==> config.mk <==
export PLATFORM = sky130hd
export DESIGN_NAME = edic_top
export DESIGN_NICKNAME = d
export VERILOG_FILES = /design/src/verilog/edic_pkg.sv /design/src/verilog/edic_sync_if.sv /design/src/verilog/edic_sync.sv /design/src/verilog/edic_top.sv
export VERILOG_INCLUDE_DIRS = /design/src /design/src/verilog
export SDC_FILE = /design/constraint.sdc
export NUM_CORES = 1
export LEC_CHECK = 0
export ABC_AREA = 1
export BUFFER_PORTS_ARGS = -buffer_cell sky130_fd_sc_hd__buf_2
export CORE_ASPECT_RATIO = 0.7
export CORE_MARGIN = 10
export CORE_UTILIZATION = 55
export CTS_BUF_LIST = sky130_fd_sc_hd__clkbuf_4
export CTS_CLUSTER_DIAMETER = 200
export DETAILED_ROUTE_END_ITERATION = 8
export GPL_ROUTABILITY_DRIVEN = 0
export PLACE_DENSITY = 0.74
export SKIP_CTS_REPAIR_TIMING = 1
export SYNTH_ARGS = -nofsm -noshare
export SYNTH_HDL_FRONTEND = slang
export SYNTH_HIERARCHICAL = 1
export SYNTH_SLANG_ARGS = --single-unit
==> constraint.sdc <==
create_clock -name core_clk -period 8.2 [get_ports core_clk]
set_clock_uncertainty 0.2 [all_clocks]
set_input_delay 0 -clock core_clk [delete_from_list [all_inputs] [get_ports core_clk]]
set_output_delay 0 -clock core_clk [all_outputs]
set_load 0.05 [all_outputs]
==> src/verilog/edic_consts.svh <==
// Purpose: Constants of the excitation discrete input control block.
// Assumes: Included by bare name from the synchroniser and top design files.
// Notes:   Register offsets are byte addresses, one 32-bit word each.
`ifndef EDIC_CONSTS_SVH
`define EDIC_CONSTS_SVH

// Timing
`define EDIC_CLK_NS        40
`define EDIC_MS_NS         1000000
`define EDIC_SYNC_STAGES   2

// Widths
`define EDIC_ADDR_W        8
`define EDIC_DATA_W        32
`define EDIC_REF_W         16
`define EDIC_MS_W          16

// Register byte addresses
`define EDIC_A_CTRL        8'h00
`define EDIC_A_STOP_DLY    8'h04
`define EDIC_A_UNLOAD_TO   8'h08
`define EDIC_A_RAMP        8'h0C
`define EDIC_A_CMD         8'h10
`define EDIC_A_STATUS      8'h14
`define EDIC_A_ACT_REF     8'h18
`define EDIC_A_TEST_REF    8'h1C

// Control register fields
`define EDIC_F_SRC         0
`define EDIC_F_FORCE_LO    1
`define EDIC_F_FORCE_HI    2
`define EDIC_F_REQ_PERM    3
`define EDIC_F_PERMIT      4
`define EDIC_CTRL_W        5
`define EDIC_CTRL_RST      5'h00
`define EDIC_SRC_PANEL     1'b0
`define EDIC_SRC_DI        1'b1
`define EDIC_FORCE_NONE    2'h0
`define EDIC_FORCE_VALUE   2'h1
`define EDIC_FORCE_OPEN    2'h2

// Timing register reset values, in milliseconds
`define EDIC_STOP_DLY_RST  16'h0064
`define EDIC_UNLOAD_TO_RST 16'h2710
`define EDIC_RAMP_RST      16'h000A

// Command register fields
`define EDIC_F_CMD_MODE_LO 0
`define EDIC_F_CMD_MODE_HI 1
`define EDIC_F_CMD_VALID   2
`define EDIC_F_CMD_BUS     3

// Status register fields
`define EDIC_F_ST_MODE_LO  0
`define EDIC_F_ST_MODE_HI  1
`define EDIC_F_ST_EXC      2
`define EDIC_F_ST_TRIP     3
`define EDIC_F_ST_REMOTE   4
`define EDIC_F_ST_RETARD   5
`define EDIC_F_ST_FB_OPEN  6
`define EDIC_F_ST_FB_CLOSE 7
`define EDIC_F_ST_UNLOAD   8
`define EDIC_F_ST_FB_IN    9
`define EDIC_F_ST_OVR      10

// Discrete input pin indices
`define EDIC_P_RAISE       0
`define EDIC_P_LOWER       1
`define EDIC_P_T_RAISE     2
`define EDIC_P_T_LOWER     3
`define EDIC_P_VREG        4
`define EDIC_P_FCUR        5
`define EDIC_P_QPOW        6
`define EDIC_P_PFAC        7
`define EDIC_P_BUS_EN      8
`define EDIC_P_OVR         9
`define EDIC_P_UNLOAD      10
`define EDIC_P_TRIP_RST    11
`define EDIC_P_FB_CLOSED   12
`define EDIC_P_EXC_OFF     13
`define EDIC_P_EXC_ON      14
`define EDIC_P_FB_OPEN     15
`define EDIC_P_FB_CLOSE    16
`define EDIC_P_TRIP        17
`define EDIC_NPINS         18

`endif

==> src/verilog/edic_pkg.sv <==
// Purpose: Types of the excitation discrete input control block.
// Assumes: Used by scoped name only.
// Notes:   Mode order matches the two-bit mode field of the status word.
package edic_pkg;
	typedef enum logic [1:0] {
		VOLTAGE_REGULATION_MODE,
		FIELD_CURRENT_MODE,
		REACTIVE_POWER_MODE,
		POWER_FACTOR_MODE
	} edic_mode_t;

	typedef enum logic [1:0] {
		TRIP_IDLE,
		TRIP_RETARD,
		TRIP_OPEN
	} edic_trip_st_t;
endpackage : edic_pkg

==> src/verilog/edic_sync_if.sv <==
// Purpose: Carries synchronised input levels and their rising edges.
// Assumes: Single clock domain on both sides.
// Notes:   Rise is a one-cycle pulse aligned with the level going high.
`timescale 1ns/1ns
`default_nettype none
interface edic_sync_if #(
	parameter int unsigned N = 1 // Number of inputs
);
	logic [N-1:0] lvl;
	logic [N-1:0] rise;
	modport src (output lvl, output rise);
	modport dst (input lvl, input rise);
endinterface : edic_sync_if
`default_nettype wire

==> src/verilog/edic_sync.sv <==
// Purpose: Two-flop synchroniser and rising edge detector per input.
// Assumes: Inputs are asynchronous plant contacts.
// Notes:   Only the second stage feeds the edge detector.
`timescale 1ns/1ns
`default_nettype none
`include "edic_consts.svh"
module edic_sync #(
	parameter int unsigned N = 1 // Number of inputs
) (
	input  wire logic         core_clk, // System clock
	input  wire logic         rst,      // Synchronous reset, active high
	input  wire logic [N-1:0] pins,     // Raw plant inputs
	edic_sync_if.src          so        // Synchronised levels and edges
);
	genvar i;
	generate
		for (i = 0; i < N; i++) begin : g_bit
			logic [`EDIC_SYNC_STAGES-1:0] meta_ff;
			logic                         last_ff;
			always_ff @(posedge core_clk) begin
				if (rst) begin
					meta_ff <= '0;
					last_ff <= 1'b0;
				end else begin
					meta_ff <= {meta_ff[0], pins[i]};
					last_ff <= meta_ff[1];
				end
			end
			assign so.lvl[i]  = meta_ff[1];
			assign so.rise[i] = meta_ff[1] & ~last_ff;
		end
	endgenerate
endmodule : edic_sync
`default_nettype wire

==> src/verilog/edic_top.sv <==
// Purpose: Interprets the discrete control inputs of an excitation controller.
// Assumes: 25 MHz core_clk, synchronous active-high rst, plain register port.
// Notes:   Timings are kept in milliseconds and counted on a shared tick.
//
// How it works
// - While raise is held, the selected regulator reference steps up.
// - While lower is held, the selected regulator reference steps down.
// - Test raise and lower work only under forced value or open loop option.
// - Test, mode, unload and breaker command inputs are read only under discrete input control.
// - Voltage mode command selects terminal voltage regulation.
// - Field current mode command selects field current regulation.
// - Reactive power mode command selects reactive power regulation.
// - Power factor mode command selects power factor regulation.
// - Bus enable input activates bus commands, optionally gated by a permission setting.
// - Local override gives discrete inputs priority over panel and bus commands.
// - Trip reset input clears the latched trip.
// - Breaker closed input is the field breaker position feedback.
// - Excitation off command switches excitation off.
// - Excitation on command switches excitation on.
// - Breaker open command issues an open order.
// - Breaker close command issues a close order.
// - Trip input retards phase for the stopping delay, then opens the breaker.
// - Remote active status follows bus enable and the permission setting; local override does not clear it.
// - A dedicated output carries the field breaker open order.
//
// The address map and the strobed register port are this design's own decisions.
`timescale 1ns/1ns
`default_nettype none
`include "edic_consts.svh"
module edic_top #(
	parameter int unsigned MS_CYCLES = `EDIC_MS_NS / `EDIC_CLK_NS, // Clock cycles per millisecond
	parameter int unsigned REF_W     = `EDIC_REF_W                  // Reference value width
) (
	input  wire logic                    core_clk,       // System clock
	input  wire logic                    rst,            // Synchronous reset, active high
	input  wire logic [`EDIC_ADDR_W-1:0] reg_addr,       // Register byte address
	input  wire logic [`EDIC_DATA_W-1:0] reg_wdata,      // Register write data
	input  wire logic                    reg_wr,         // Write strobe
	input  wire logic                    reg_rd,         // Read strobe
	output logic      [`EDIC_DATA_W-1:0] reg_rdata,      // Read data, cycle after strobe
	input  wire logic                    din_raise,      // Raise reference
	input  wire logic                    din_lower,      // Lower reference
	input  wire logic                    din_test_raise, // Test-mode raise
	input  wire logic                    din_test_lower, // Test-mode lower
	input  wire logic                    din_cmd_vreg,   // Voltage regulation mode command
	input  wire logic                    din_cmd_fcur,   // Field current mode command
	input  wire logic                    din_cmd_qpow,   // Reactive power mode command
	input  wire logic                    din_cmd_pfac,   // Power factor mode command
	input  wire logic                    din_bus_en,     // Remote bus activation
	input  wire logic                    din_override,   // Local override
	input  wire logic                    din_unload,     // Reactive unload request
	input  wire logic                    din_trip_reset, // Trip reset
	input  wire logic                    din_fb_closed,  // Field breaker closed feedback
	input  wire logic                    din_exc_off,    // Excitation off command
	input  wire logic                    din_exc_on,     // Excitation on command
	input  wire logic                    din_fb_open,    // Field breaker open command
	input  wire logic                    din_fb_close,   // Field breaker close command
	input  wire logic                    din_trip,       // Incoming trip
	output logic      [1:0]              mode,           // Active regulator mode
	output logic                         exc_on,         // Excitation running
	output logic                         trip_latched,   // Latched trip
	output logic                         phase_retard,   // Converter held in phase retard
	output logic                         fb_open_order,  // Field breaker open order
	output logic                         fb_close_order, // Field breaker close order
	output logic                         fb_is_closed,   // Breaker position feedback
	output logic                         remote_active,  // Remote bus control active
	output logic                         unloading,      // Reactive unloading running
	output logic      [REF_W-1:0]        active_ref,     // Reference of active mode
	output logic      [REF_W-1:0]        test_ref        // Test-mode reference
);
	////////////////////////////////////////////////////////////////////////////
	// Input synchronisation
	logic [`EDIC_NPINS-1:0] pins;
	edic_sync_if #(.N(`EDIC_NPINS)) sif ();

	assign pins = {din_trip, din_fb_close, din_fb_open, din_exc_on, din_exc_off,
		din_fb_closed, din_trip_reset, din_unload, din_override, din_bus_en,
		din_cmd_pfac, din_cmd_qpow, din_cmd_fcur, din_cmd_vreg,
		din_test_lower, din_test_raise, din_lower, din_raise};

	edic_sync #(.N(`EDIC_NPINS)) edic_sync_inst (
		.core_clk (core_clk),
		.rst      (rst),
		.pins     (pins),
		.so       (sif.src)
	);

	////////////////////////////////////////////////////////////////////////////
	// Settings registers
	logic [`EDIC_CTRL_W-1:0] ctrl_ff;
	logic [`EDIC_MS_W-1:0]   stop_dly_ff;
	logic [`EDIC_MS_W-1:0]   unload_to_ff;
	logic [`EDIC_MS_W-1:0]   ramp_ff;
	logic                    wr_cmd;

	always_ff @(posedge core_clk) begin
		if (rst) begin
			ctrl_ff      <= `EDIC_CTRL_RST;
			stop_dly_ff  <= `EDIC_STOP_DLY_RST;
			unload_to_ff <= `EDIC_UNLOAD_TO_RST;
			ramp_ff      <= `EDIC_RAMP_RST;
		end else if (reg_wr) begin
			case (reg_addr)
				`EDIC_A_CTRL:      ctrl_ff      <= reg_wdata[`EDIC_CTRL_W-1:0];
				`EDIC_A_STOP_DLY:  stop_dly_ff  <= reg_wdata[`EDIC_MS_W-1:0];
				`EDIC_A_UNLOAD_TO: unload_to_ff <= reg_wdata[`EDIC_MS_W-1:0];
				`EDIC_A_RAMP:      ramp_ff      <= reg_wdata[`EDIC_MS_W-1:0];
				default: begin
				end
			endcase
		end
	end

	assign wr_cmd = reg_wr && (reg_addr == `EDIC_A_CMD) && reg_wdata[`EDIC_F_CMD_VALID];

	////////////////////////////////////////////////////////////////////////////
	// Command sources
	logic di_ok;
	logic panel_ok;
	logic bus_ok;
	logic sw_ok;
	logic forced_ok;
	logic [1:0] force_sel;

	assign force_sel = ctrl_ff[`EDIC_F_FORCE_HI:`EDIC_F_FORCE_LO];
	assign di_ok    = (ctrl_ff[`EDIC_F_SRC] == `EDIC_SRC_DI) || sif.lvl[`EDIC_P_OVR];
	assign panel_ok = (ctrl_ff[`EDIC_F_SRC] == `EDIC_SRC_PANEL) && !sif.lvl[`EDIC_P_OVR];
	assign bus_ok   = remote_active && !sif.lvl[`EDIC_P_OVR];
	assign sw_ok    = wr_cmd && (reg_wdata[`EDIC_F_CMD_BUS] ? bus_ok : panel_ok);
	assign forced_ok = di_ok && ((force_sel == `EDIC_FORCE_VALUE) || (force_sel == `EDIC_FORCE_OPEN));

	always_ff @(posedge core_clk) begin
		if (rst) begin
			remote_active <= 1'b0;
		end else begin
			remote_active <= sif.lvl[`EDIC_P_BUS_EN] &&
				(!ctrl_ff[`EDIC_F_REQ_PERM] || ctrl_ff[`EDIC_F_PERMIT]);
		end
	end

	////////////////////////////////////////////////////////////////////////////
	// Millisecond tick and reference ramp pace
	logic [31:0]           ms_cnt_ff;
	logic                  ms_tick;
	logic [`EDIC_MS_W-1:0] ramp_cnt_ff;
	logic                  step;

	assign ms_tick = (ms_cnt_ff == 32'(MS_CYCLES - 1));

	always_ff @(posedge core_clk) begin
		if (rst || ms_tick) begin
			ms_cnt_ff <= '0;
		end else begin
			ms_cnt_ff <= ms_cnt_ff + 32'h1;
		end
	end

	// Reference moves one count per ramp period so a held input slews, not jumps
	assign step = ms_tick && (ramp_cnt_ff >= ramp_ff);

	always_ff @(posedge core_clk) begin
		if (rst || step) begin
			ramp_cnt_ff <= '0;
		end else if (ms_tick) begin
			ramp_cnt_ff <= ramp_cnt_ff + `EDIC_MS_W'(1);
		end
	end

	////////////////////////////////////////////////////////////////////////////
	// Regulator mode
	edic_pkg::edic_mode_t mode_ff;
	edic_pkg::edic_mode_t nxt_mode;

	always_comb begin
		nxt_mode = mode_ff;
		if (sw_ok) begin
			nxt_mode = edic_pkg::edic_mode_t'(reg_wdata[`EDIC_F_CMD_MODE_HI:`EDIC_F_CMD_MODE_LO]);
		end
		if (di_ok) begin
			if (sif.rise[`EDIC_P_VREG]) begin
				nxt_mode = edic_pkg::VOLTAGE_REGULATION_MODE;
			end else if (sif.rise[`EDIC_P_FCUR]) begin
				nxt_mode = edic_pkg::FIELD_CURRENT_MODE;
			end else if (sif.rise[`EDIC_P_QPOW]) begin
				nxt_mode = edic_pkg::REACTIVE_POWER_MODE;
			end else if (sif.rise[`EDIC_P_PFAC]) begin
				nxt_mode = edic_pkg::POWER_FACTOR_MODE;
			end
		end
	end

	always_ff @(posedge core_clk) begin
		if (rst) begin
			mode_ff <= edic_pkg::VOLTAGE_REGULATION_MODE;
		end else begin
			mode_ff <= nxt_mode;
		end
	end

	assign mode = mode_ff;

	////////////////////////////////////////////////////////////////////////////
	// Reference values, one per regulator mode
	logic [REF_W-1:0] ref_ff [4];
	logic [REF_W-1:0] ref_mid;
	logic             up;
	logic             dn;
	logic             t_up;
	logic             t_dn;

	assign ref_mid = {1'b1, {(REF_W-1){1'b0}}};
	assign up   = sif.lvl[`EDIC_P_RAISE] && !sif.lvl[`EDIC_P_LOWER];
	assign dn   = sif.lvl[`EDIC_P_LOWER] && !sif.lvl[`EDIC_P_RAISE];
	assign t_up = forced_ok && sif.lvl[`EDIC_P_T_RAISE] && !sif.lvl[`EDIC_P_T_LOWER];
	assign t_dn = forced_ok && sif.lvl[`EDIC_P_T_LOWER] && !sif.lvl[`EDIC_P_T_RAISE];

	genvar gi;
	generate
		for (gi = 0; gi < 4; gi++) begin : g_ref
			always_ff @(posedge core_clk) begin
				if (rst) begin
					ref_ff[gi] <= ref_mid;
				end else if (step && (mode_ff == edic_pkg::edic_mode_t'(gi))) begin
					if (up && (ref_ff[gi] != {REF_W{1'b1}})) begin
						ref_ff[gi] <= ref_ff[gi] + REF_W'(1);
					end else if (dn && (ref_ff[gi] != {REF_W{1'b0}})) begin
						ref_ff[gi] <= ref_ff[gi] - REF_W'(1);
					end
				end
			end
		end
	endgenerate

	always_ff @(posedge core_clk) begin
		if (rst) begin
			active_ref <= ref_mid;
		end else begin
			active_ref <= ref_ff[mode_ff];
		end
	end

	always_ff @(posedge core_clk) begin
		if (rst) begin
			test_ref <= ref_mid;
		end else if (step) begin
			if (t_up && (test_ref != {REF_W{1'b1}})) begin
				test_ref <= test_ref + REF_W'(1);
			end else if (t_dn && (test_ref != {REF_W{1'b0}})) begin
				test_ref <= test_ref - REF_W'(1);
			end
		end
	end

	////////////////////////////////////////////////////////////////////////////
	// Trip latch and excitation
	// set wins over reset
	always_ff @(posedge core_clk) begin
		if (rst) begin
			trip_latched <= 1'b0;
		end else if (sif.rise[`EDIC_P_TRIP]) begin
			trip_latched <= 1'b1;
		end else if (sif.rise[`EDIC_P_TRIP_RST]) begin
			trip_latched <= 1'b0;
		end
	end

	// Off wins over on, and a latched trip keeps excitation from restarting
	always_ff @(posedge core_clk) begin
		if (rst) begin
			exc_on <= 1'b0;
		end else if (sif.rise[`EDIC_P_EXC_OFF] || sif.rise[`EDIC_P_TRIP]) begin
			exc_on <= 1'b0;
		end else if (sif.rise[`EDIC_P_EXC_ON] && !trip_latched) begin
			exc_on <= 1'b1;
		end
	end

	////////////////////////////////////////////////////////////////////////////
	// Stopping sequence
	edic_pkg::edic_trip_st_t trip_st_ff;
	logic [`EDIC_MS_W-1:0]   stop_cnt_ff;
	logic                    stop_done;

	assign stop_done = (trip_st_ff == edic_pkg::TRIP_RETARD) && (stop_cnt_ff >= stop_dly_ff);

	always_ff @(posedge core_clk) begin
		if (rst) begin
			trip_st_ff <= edic_pkg::TRIP_IDLE;
		end else begin
			case (trip_st_ff)
				edic_pkg::TRIP_IDLE: begin
					if (sif.rise[`EDIC_P_TRIP]) begin
						trip_st_ff <= edic_pkg::TRIP_RETARD;
					end
				end
				edic_pkg::TRIP_RETARD: begin
					if (stop_done) begin
						trip_st_ff <= edic_pkg::TRIP_OPEN;
					end
				end
				edic_pkg::TRIP_OPEN: begin
					if (!sif.lvl[`EDIC_P_FB_CLOSED]) begin
						trip_st_ff <= edic_pkg::TRIP_IDLE;
					end
				end
				default: trip_st_ff <= edic_pkg::TRIP_IDLE;
			endcase
		end
	end

	always_ff @(posedge core_clk) begin
		if (rst || (trip_st_ff != edic_pkg::TRIP_RETARD)) begin
			stop_cnt_ff <= '0;
		end else if (ms_tick && !stop_done) begin
			stop_cnt_ff <= stop_cnt_ff + `EDIC_MS_W'(1);
		end
	end

	always_ff @(posedge core_clk) begin
		if (rst) begin
			phase_retard <= 1'b0;
		end else begin
			phase_retard <= (trip_st_ff == edic_pkg::TRIP_RETARD) && !stop_done;
		end
	end

	////////////////////////////////////////////////////////////////////////////
	// Field breaker orders
	logic open_req;
	logic close_req;

	assign open_req  = stop_done || (di_ok && sif.rise[`EDIC_P_FB_OPEN]);
	// close command
	// A trip edge in the same cycle refuses the close before the latch shows it
	assign close_req = di_ok && sif.rise[`EDIC_P_FB_CLOSE] && !trip_latched &&
		!sif.rise[`EDIC_P_TRIP] && (trip_st_ff == edic_pkg::TRIP_IDLE);

	always_ff @(posedge core_clk) begin
		if (rst) begin
			fb_open_order <= 1'b0;
		end else if (open_req) begin
			fb_open_order <= 1'b1;
		end else if (close_req || !sif.lvl[`EDIC_P_FB_CLOSED]) begin
			fb_open_order <= 1'b0;
		end
	end

	// Open beats close; close stands until feedback shows the breaker in
	always_ff @(posedge core_clk) begin
		if (rst) begin
			fb_close_order <= 1'b0;
		end else if (open_req || sif.lvl[`EDIC_P_FB_CLOSED]) begin
			fb_close_order <= 1'b0;
		end else if (close_req) begin
			fb_close_order <= 1'b1;
		end
	end

	always_ff @(posedge core_clk) begin
		if (rst) begin
			fb_is_closed <= 1'b0;
		end else begin
			fb_is_closed <= sif.lvl[`EDIC_P_FB_CLOSED];
		end
	end

	////////////////////////////////////////////////////////////////////////////
	// Reactive power unloading
	logic [`EDIC_MS_W-1:0] unl_cnt_ff;
	logic                  unl_start;
	logic                  unl_end;

	assign unl_start = di_ok && sif.rise[`EDIC_P_UNLOAD];
	assign unl_end   = unloading && (unl_cnt_ff >= unload_to_ff);

	always_ff @(posedge core_clk) begin
		if (rst) begin
			unloading <= 1'b0;
		end else if (unl_start) begin
			unloading <= 1'b1;
		end else if (unl_end) begin
			unloading <= 1'b0;
		end
	end

	always_ff @(posedge core_clk) begin
		if (rst || unl_start || !unloading) begin
			unl_cnt_ff <= '0;
		end else if (ms_tick && !unl_end) begin
			unl_cnt_ff <= unl_cnt_ff + `EDIC_MS_W'(1);
		end
	end

	////////////////////////////////////////////////////////////////////////////
	// Register read
	logic [`EDIC_DATA_W-1:0] status;
	logic [`EDIC_DATA_W-1:0] rd_mux;

	always_comb begin
		status = '0;
		status[`EDIC_F_ST_MODE_HI:`EDIC_F_ST_MODE_LO] = mode_ff;
		status[`EDIC_F_ST_EXC]      = exc_on;
		status[`EDIC_F_ST_TRIP]     = trip_latched;
		status[`EDIC_F_ST_REMOTE]   = remote_active;
		status[`EDIC_F_ST_RETARD]   = phase_retard;
		status[`EDIC_F_ST_FB_OPEN]  = fb_open_order;
		status[`EDIC_F_ST_FB_CLOSE] = fb_close_order;
		status[`EDIC_F_ST_UNLOAD]   = unloading;
		status[`EDIC_F_ST_FB_IN]    = fb_is_closed;
		status[`EDIC_F_ST_OVR]      = sif.lvl[`EDIC_P_OVR];
	end

	always_comb begin
		case (reg_addr)
			`EDIC_A_CTRL:      rd_mux = `EDIC_DATA_W'(ctrl_ff);
			`EDIC_A_STOP_DLY:  rd_mux = `EDIC_DATA_W'(stop_dly_ff);
			`EDIC_A_UNLOAD_TO: rd_mux = `EDIC_DATA_W'(unload_to_ff);
			`EDIC_A_RAMP:      rd_mux = `EDIC_DATA_W'(ramp_ff);
			`EDIC_A_STATUS:    rd_mux = status;
			`EDIC_A_ACT_REF:   rd_mux = `EDIC_DATA_W'(active_ref);
			`EDIC_A_TEST_REF:  rd_mux = `EDIC_DATA_W'(test_ref);
			default:           rd_mux = '0;
		endcase
	end

	// Data stand only in the cycle after the strobe
	always_ff @(posedge core_clk) begin
		if (rst || !reg_rd) begin
			reg_rdata <= '0;
		end else begin
			reg_rdata <= rd_mux;
		end
	end
endmodule : edic_top
`default_nettype wire
After elaboration in Yosys (flattened, before gate mapping)
Memory sizes are Yosys's and may differ from the RTL's. A register that Yosys moved wholly into a read port is not among the register bits.
Index checks and enable logic that the tools add are counted.

storage, ports and cells
  flip-flop bits (word level) = 240
  latch bits = 0
  memory bits (writable) = 64
  ROM bits = 0
  output and inout port bits = 74
  logic and storage cells = 274
  memories = 1

memories
  name    words  bits a word  rd ports  clocked after Yosys merged registers in  wr ports  line             RTL
  ref_ff  4      16           5         1                                        4         edic_top.sv:204  logic [REF_W-1:0] ref_ff [4];

operators by class
  add/subtract/negate cells = 14
  multiply operators = 0
  divide/modulo/power cells = 0
  order comparisons = 3
  equality and inequality tests = 24
  shift operators = 0
  multiplexer cells = 66
  bitwise logic cells = 31
  reductions and logical operators = 86

operators with widths
  cell                     number
  $mux W16                 10
  $add A16 B1 Y16 const B  8
  $pmux W16 S7             1
  $ne A16 B16 Y1 const B   5
  $reduce_bool A16 Y1      5
  $sub A16 B1 Y16 const B  5
  $ge A16 B16 Y1           3
  $mux W1                  45
  $logic_and A1 B1 Y1      40
  $add A32 B1 Y32 const B  1
  $eq A32 B15 Y1 const B   1
  $eq A8 B5 Y1 const B     4
  $mux W2                  9
  $eq A8 B4 Y1 const B     2
  $logic_not A1 Y1         13
  $logic_or A1 B1 Y1       13
  $not A1 Y1               12
  $and A1 B1 Y1            11
  $reduce_and A2 Y1        5
  $eq A2 B2 Y1 const B     4
  $eq A8 B3 Y1 const B     1
  $logic_not A8 Y1         1
  $or A1 B1 Y1             8
  $reduce_bool A2 Y1       4
  other kinds (7)          13

Longest topological paths before layout
  word-level depth = 10
  depth in mapped cells = 27

Modules after synthesis
Netlist, hierarchy kept.

by module, submodules not included
  module     instances  cells an instance  area an instance (µm²)  seq. area each (µm²)
  edic_top   1          2,378              17,056.4                5,785.5
  edic_sync  1          204                1,756.7                 1,081.0

Worst setup path after synthesis
Ideal clock, no wire load.

  kind = register to register
  from = register ramp_ff[15]
  to = memory ref_ff[2][12] (netlist bit) (data pin)
  setup time = 254 ps
  data arrival time = 2,934 ps
  data required time = 7,746 ps
  slack = 4,812 ps
  stages on the path, launching flop included = 22
  cell sequence = dfxtp_1 > inv_1 > ha_1 > nand4_1 > nor2_1 > nand2_1 > inv_1 > nand2_1 > nand2_4 > nand2_4 > nor2_4 > nand3_4 > inv_1 > ha_1 > a21oi_1 > o21ai_0 > a21oi_1 > o21bai_1 > nand2_1 > nand2_1 > xnor2_1 > nor2_1

RTL lines
  element                   line             RTL
  start: declaration        edic_top.sv:93   logic [`EDIC_MS_W-1:0] ramp_ff;
  start signal: assignment  edic_top.sv:101  ramp_ff <= `EDIC_RAMP_RST;
  start signal: assignment  edic_top.sv:107  `EDIC_A_RAMP: ramp_ff <= reg_wdata[`EDIC_MS_W-1:0];
  end: declaration          edic_top.sv:204

==> impl_metrics.ini <==
[setup_path]
critPathMostFrequentCell = nand2_1
crit_fanout = 14
path_class = flip-flop to flip-flop
required_ns = 8.53
cp_cell_sequence = ha_1 -> nand2_2 -> clkinv_1 -> nand2_1 -> nor3_2 -> nand2_1 -> nor2_4 -> nand2_4 -> nor2_4 -> nand3_4 -> inv_1 -> ha_1 -> a21oi_1 -> o21ai_0 -> a21oi_1 -> o21bai_1 -> nand2_1 -> nand2_1 -> xnor2_1 -> nor2_1
slowest_delay_ns = 0.47
critPathLaunchType = flip-flop
critPathCaptureType = flip-flop
slowest_stage = nor2_4
arrival_ns = 4.58

[pwr]
seqPwrFrac = 0.508
peakVddDrop_v = 0.0001055
p_sw_uw = 855.4
p_clk_frac = 0.417
switching_share = 0.2743
cellPowerDensity_nw_per_um2 = 146.0
p_leak_uw = 0.009340
p_int_uw = 2263
combPwrFrac = 0.075

[clock_network]
clock_path_buffers = 3
h-tree-depth = 3
cts_made_buffers = 77
clkTransAtPathRegs_ns = 0.08
cts_tree = done
root_buffer = clkbuf_4
clkSinkCount = 304
clk-insertion-delay-late_ns = 0.82

[final_layout]
final_core_util = 0.6402
fin_nets = 2930
drive_above_1_share = 0.1068
largest_register_ffs = 64
nFillCells = 2862
top_regs = ref_ff: 64 flops, edic_sync_inst/g_bit.meta_ff: 36 flops, ms_cnt_ff: 32 flops
top_register = ref_ff
syn_to_final_growth_pct = 15.34

[floorplan]
pin_count = 136
die_h_um = 173.5
fp.dieW_um = 239.3
start_util = 0.5550
die_area_um2 = 41510
row_count = 56
core-area_um2 = 33350

[flow_run]
max_cap_violations = 0

[sta]
tns_ns = 0
clock.fmax_ghz = 0.2348
period_share = 0.5193
hold_viol_final = 1
min_period_ns = 4.258
worst_slew_pin_slew_ns = 0.9150
final-max-slew-violation-count = 0
rsz0062_at_grt = no
setup_violations = 0
slew_headroom = 0.3859
hold_ws_ns = -0.009723

[placed_design]
dpl.hpwl_um = 39880
portBuffers = 103

[grt]
grt_max_degree = 82
overflow = 0
first_global_vias = 16100
grtUsageTotal = 0.2485
grt_pass1_wl_um = 84190
antenna_found_initial = 4

[yosys]
syn_inst = 2543
syn_area_per_cell_um2 = 7.279
synth_warnings = 6
netlist_area_um2 = 18510

[route]
postRouteAntennaNets = 0
wirelength_um = 56320
drc = 0
num_vias = 18670
wl_per_cell_um = 17.23
initialDrtViolationCount = 2555
dr.pass1.iters = 6
via_per_inst = 5.711

[outcome]
violations = hold timing
outcome = finished with violations

[min_path]
hold_path_class = primary input to flip-flop
==> stage by stage <==
step           total power [uW]  hold WS, ns  setup slack [ns]  cells  area (um2)
2_1_floorplan              1750     -0.09303             4.812   2558       18570
3_5_place_dp               1802     0.007627             3.959   3003       19090
3_3_place_gp               1797     0.001094             4.069   3003       19090
4_1_cts                    3078      -0.8429             3.959   3134       20040
5_1_grt                    3241      0.03884             3.503   3269       21350
6_report                   3118    -0.009723             3.942   3269       21350
==> worst max-delay path: cells and delay by family (launching register included) <==
kind / cells / cell delay [ns]
and+or+nand+nor: 11 / 1.44
AOI/OAI and AO/OA: 4 / 0.80
adders and majority gates: 2 / 0.60
buffers and inverters: 2 / 0.46
DFF: 1 / 0.35
xor gates and xnor gates: 1 / 0.13
==> path summary, 6_finish.rpt <==
path	start	end	slack, ns	depth (start not counted)
worst max-delay path	ms_cnt_ff[0]	ref_ff[2][12]	3.94	20
worst min-delay path	reg_wdata[2]	unload_to_ff[2]	-0.01	4
worst max register to register	ms_cnt_ff[0]	ref_ff[2][12]	3.94	20
worst min register to register	edic_sync_inst/g_bit[1].meta_ff[0]	edic_sync_inst/g_bit[1].meta_ff[1]	0.19	2
==> placed cells by master (no fill, tap or decap), types with 6 or more instances in the layout <==
master and n:
or2_2 6, inv_2 10, a221oi_1 16, edfxtp_1 64
nor2_2 11, nand4_1 59, o211ai_1 12, o21ai_0 111
nor3_1 65, a21oi_1 170, o21ai_1 14, nor3b_1 6
clkbuf_4 111, a31oi_1 20, buf_4 9, nand2_1 459
dfxtp_1 240, nor3_2 8, xor2_1 104, dlygate4sd3_1 130
buf_2 103, nand3b_1 17, clkinv_1 15, ha_1 89
xnor2_1 29, o22ai_1 34, conb_1 16, nor2_1 287
a21o_1 6, inv_1 351, nor2_4 15, nand3_1 168
nor4_1 19
==> per-layer routing <==
| layer | part of all wire | wire length [um] | global-route usage | vias to the layer above |
|---|---|---|---|---|
| li1 | - | - | - | 8891 |
| met1 | 0.43 | 24350 | 0.3526 | 8515 |
| met2 | 0.42 | 23450 | 0.3557 | 1086 |
| met3 | 0.12 | 6557 | 0.06433 | 176 |
| met4 | 0.035 | 1961 | 0.08600 | 0 |
| met5 | 0 | 0 | 0 | - |
==> cell type report <==
| class | instances | area (um2) | share of cell area |
|---|---|---|---|
| Timing Repair Buffer | 242 | 1884 | 0.08826 |
| Multi-Input combinational cell | 1787 | 9869 | 0.4623 |
| Clock buffer | 111 | 833.3 | 0.03903 |
| Tap cell | 435 | 544.3 | 0.02549 |
| Clock inverter | 20 | 110.1 | 0.005157 |
| Antenna cell | 5 | 12.51 | 0.0005860 |
| Inverter | 365 | 1370 | 0.06417 |
| Sequential cell | 304 | 6726 | 0.3150 |
==> power groups by stage <==
stage	Combinational, uW	Clock [uW]	Sequential [uW]
3_3_place_gp	182	0	1620
4_1_cts	187	1310	1580
2_1_floorplan	133	0	1620
5_1_grt	252	1400	1590
3_5_place_dp	186	0	1620
6_report	233	1300	1580
Power figures use the tool's default switching activity.
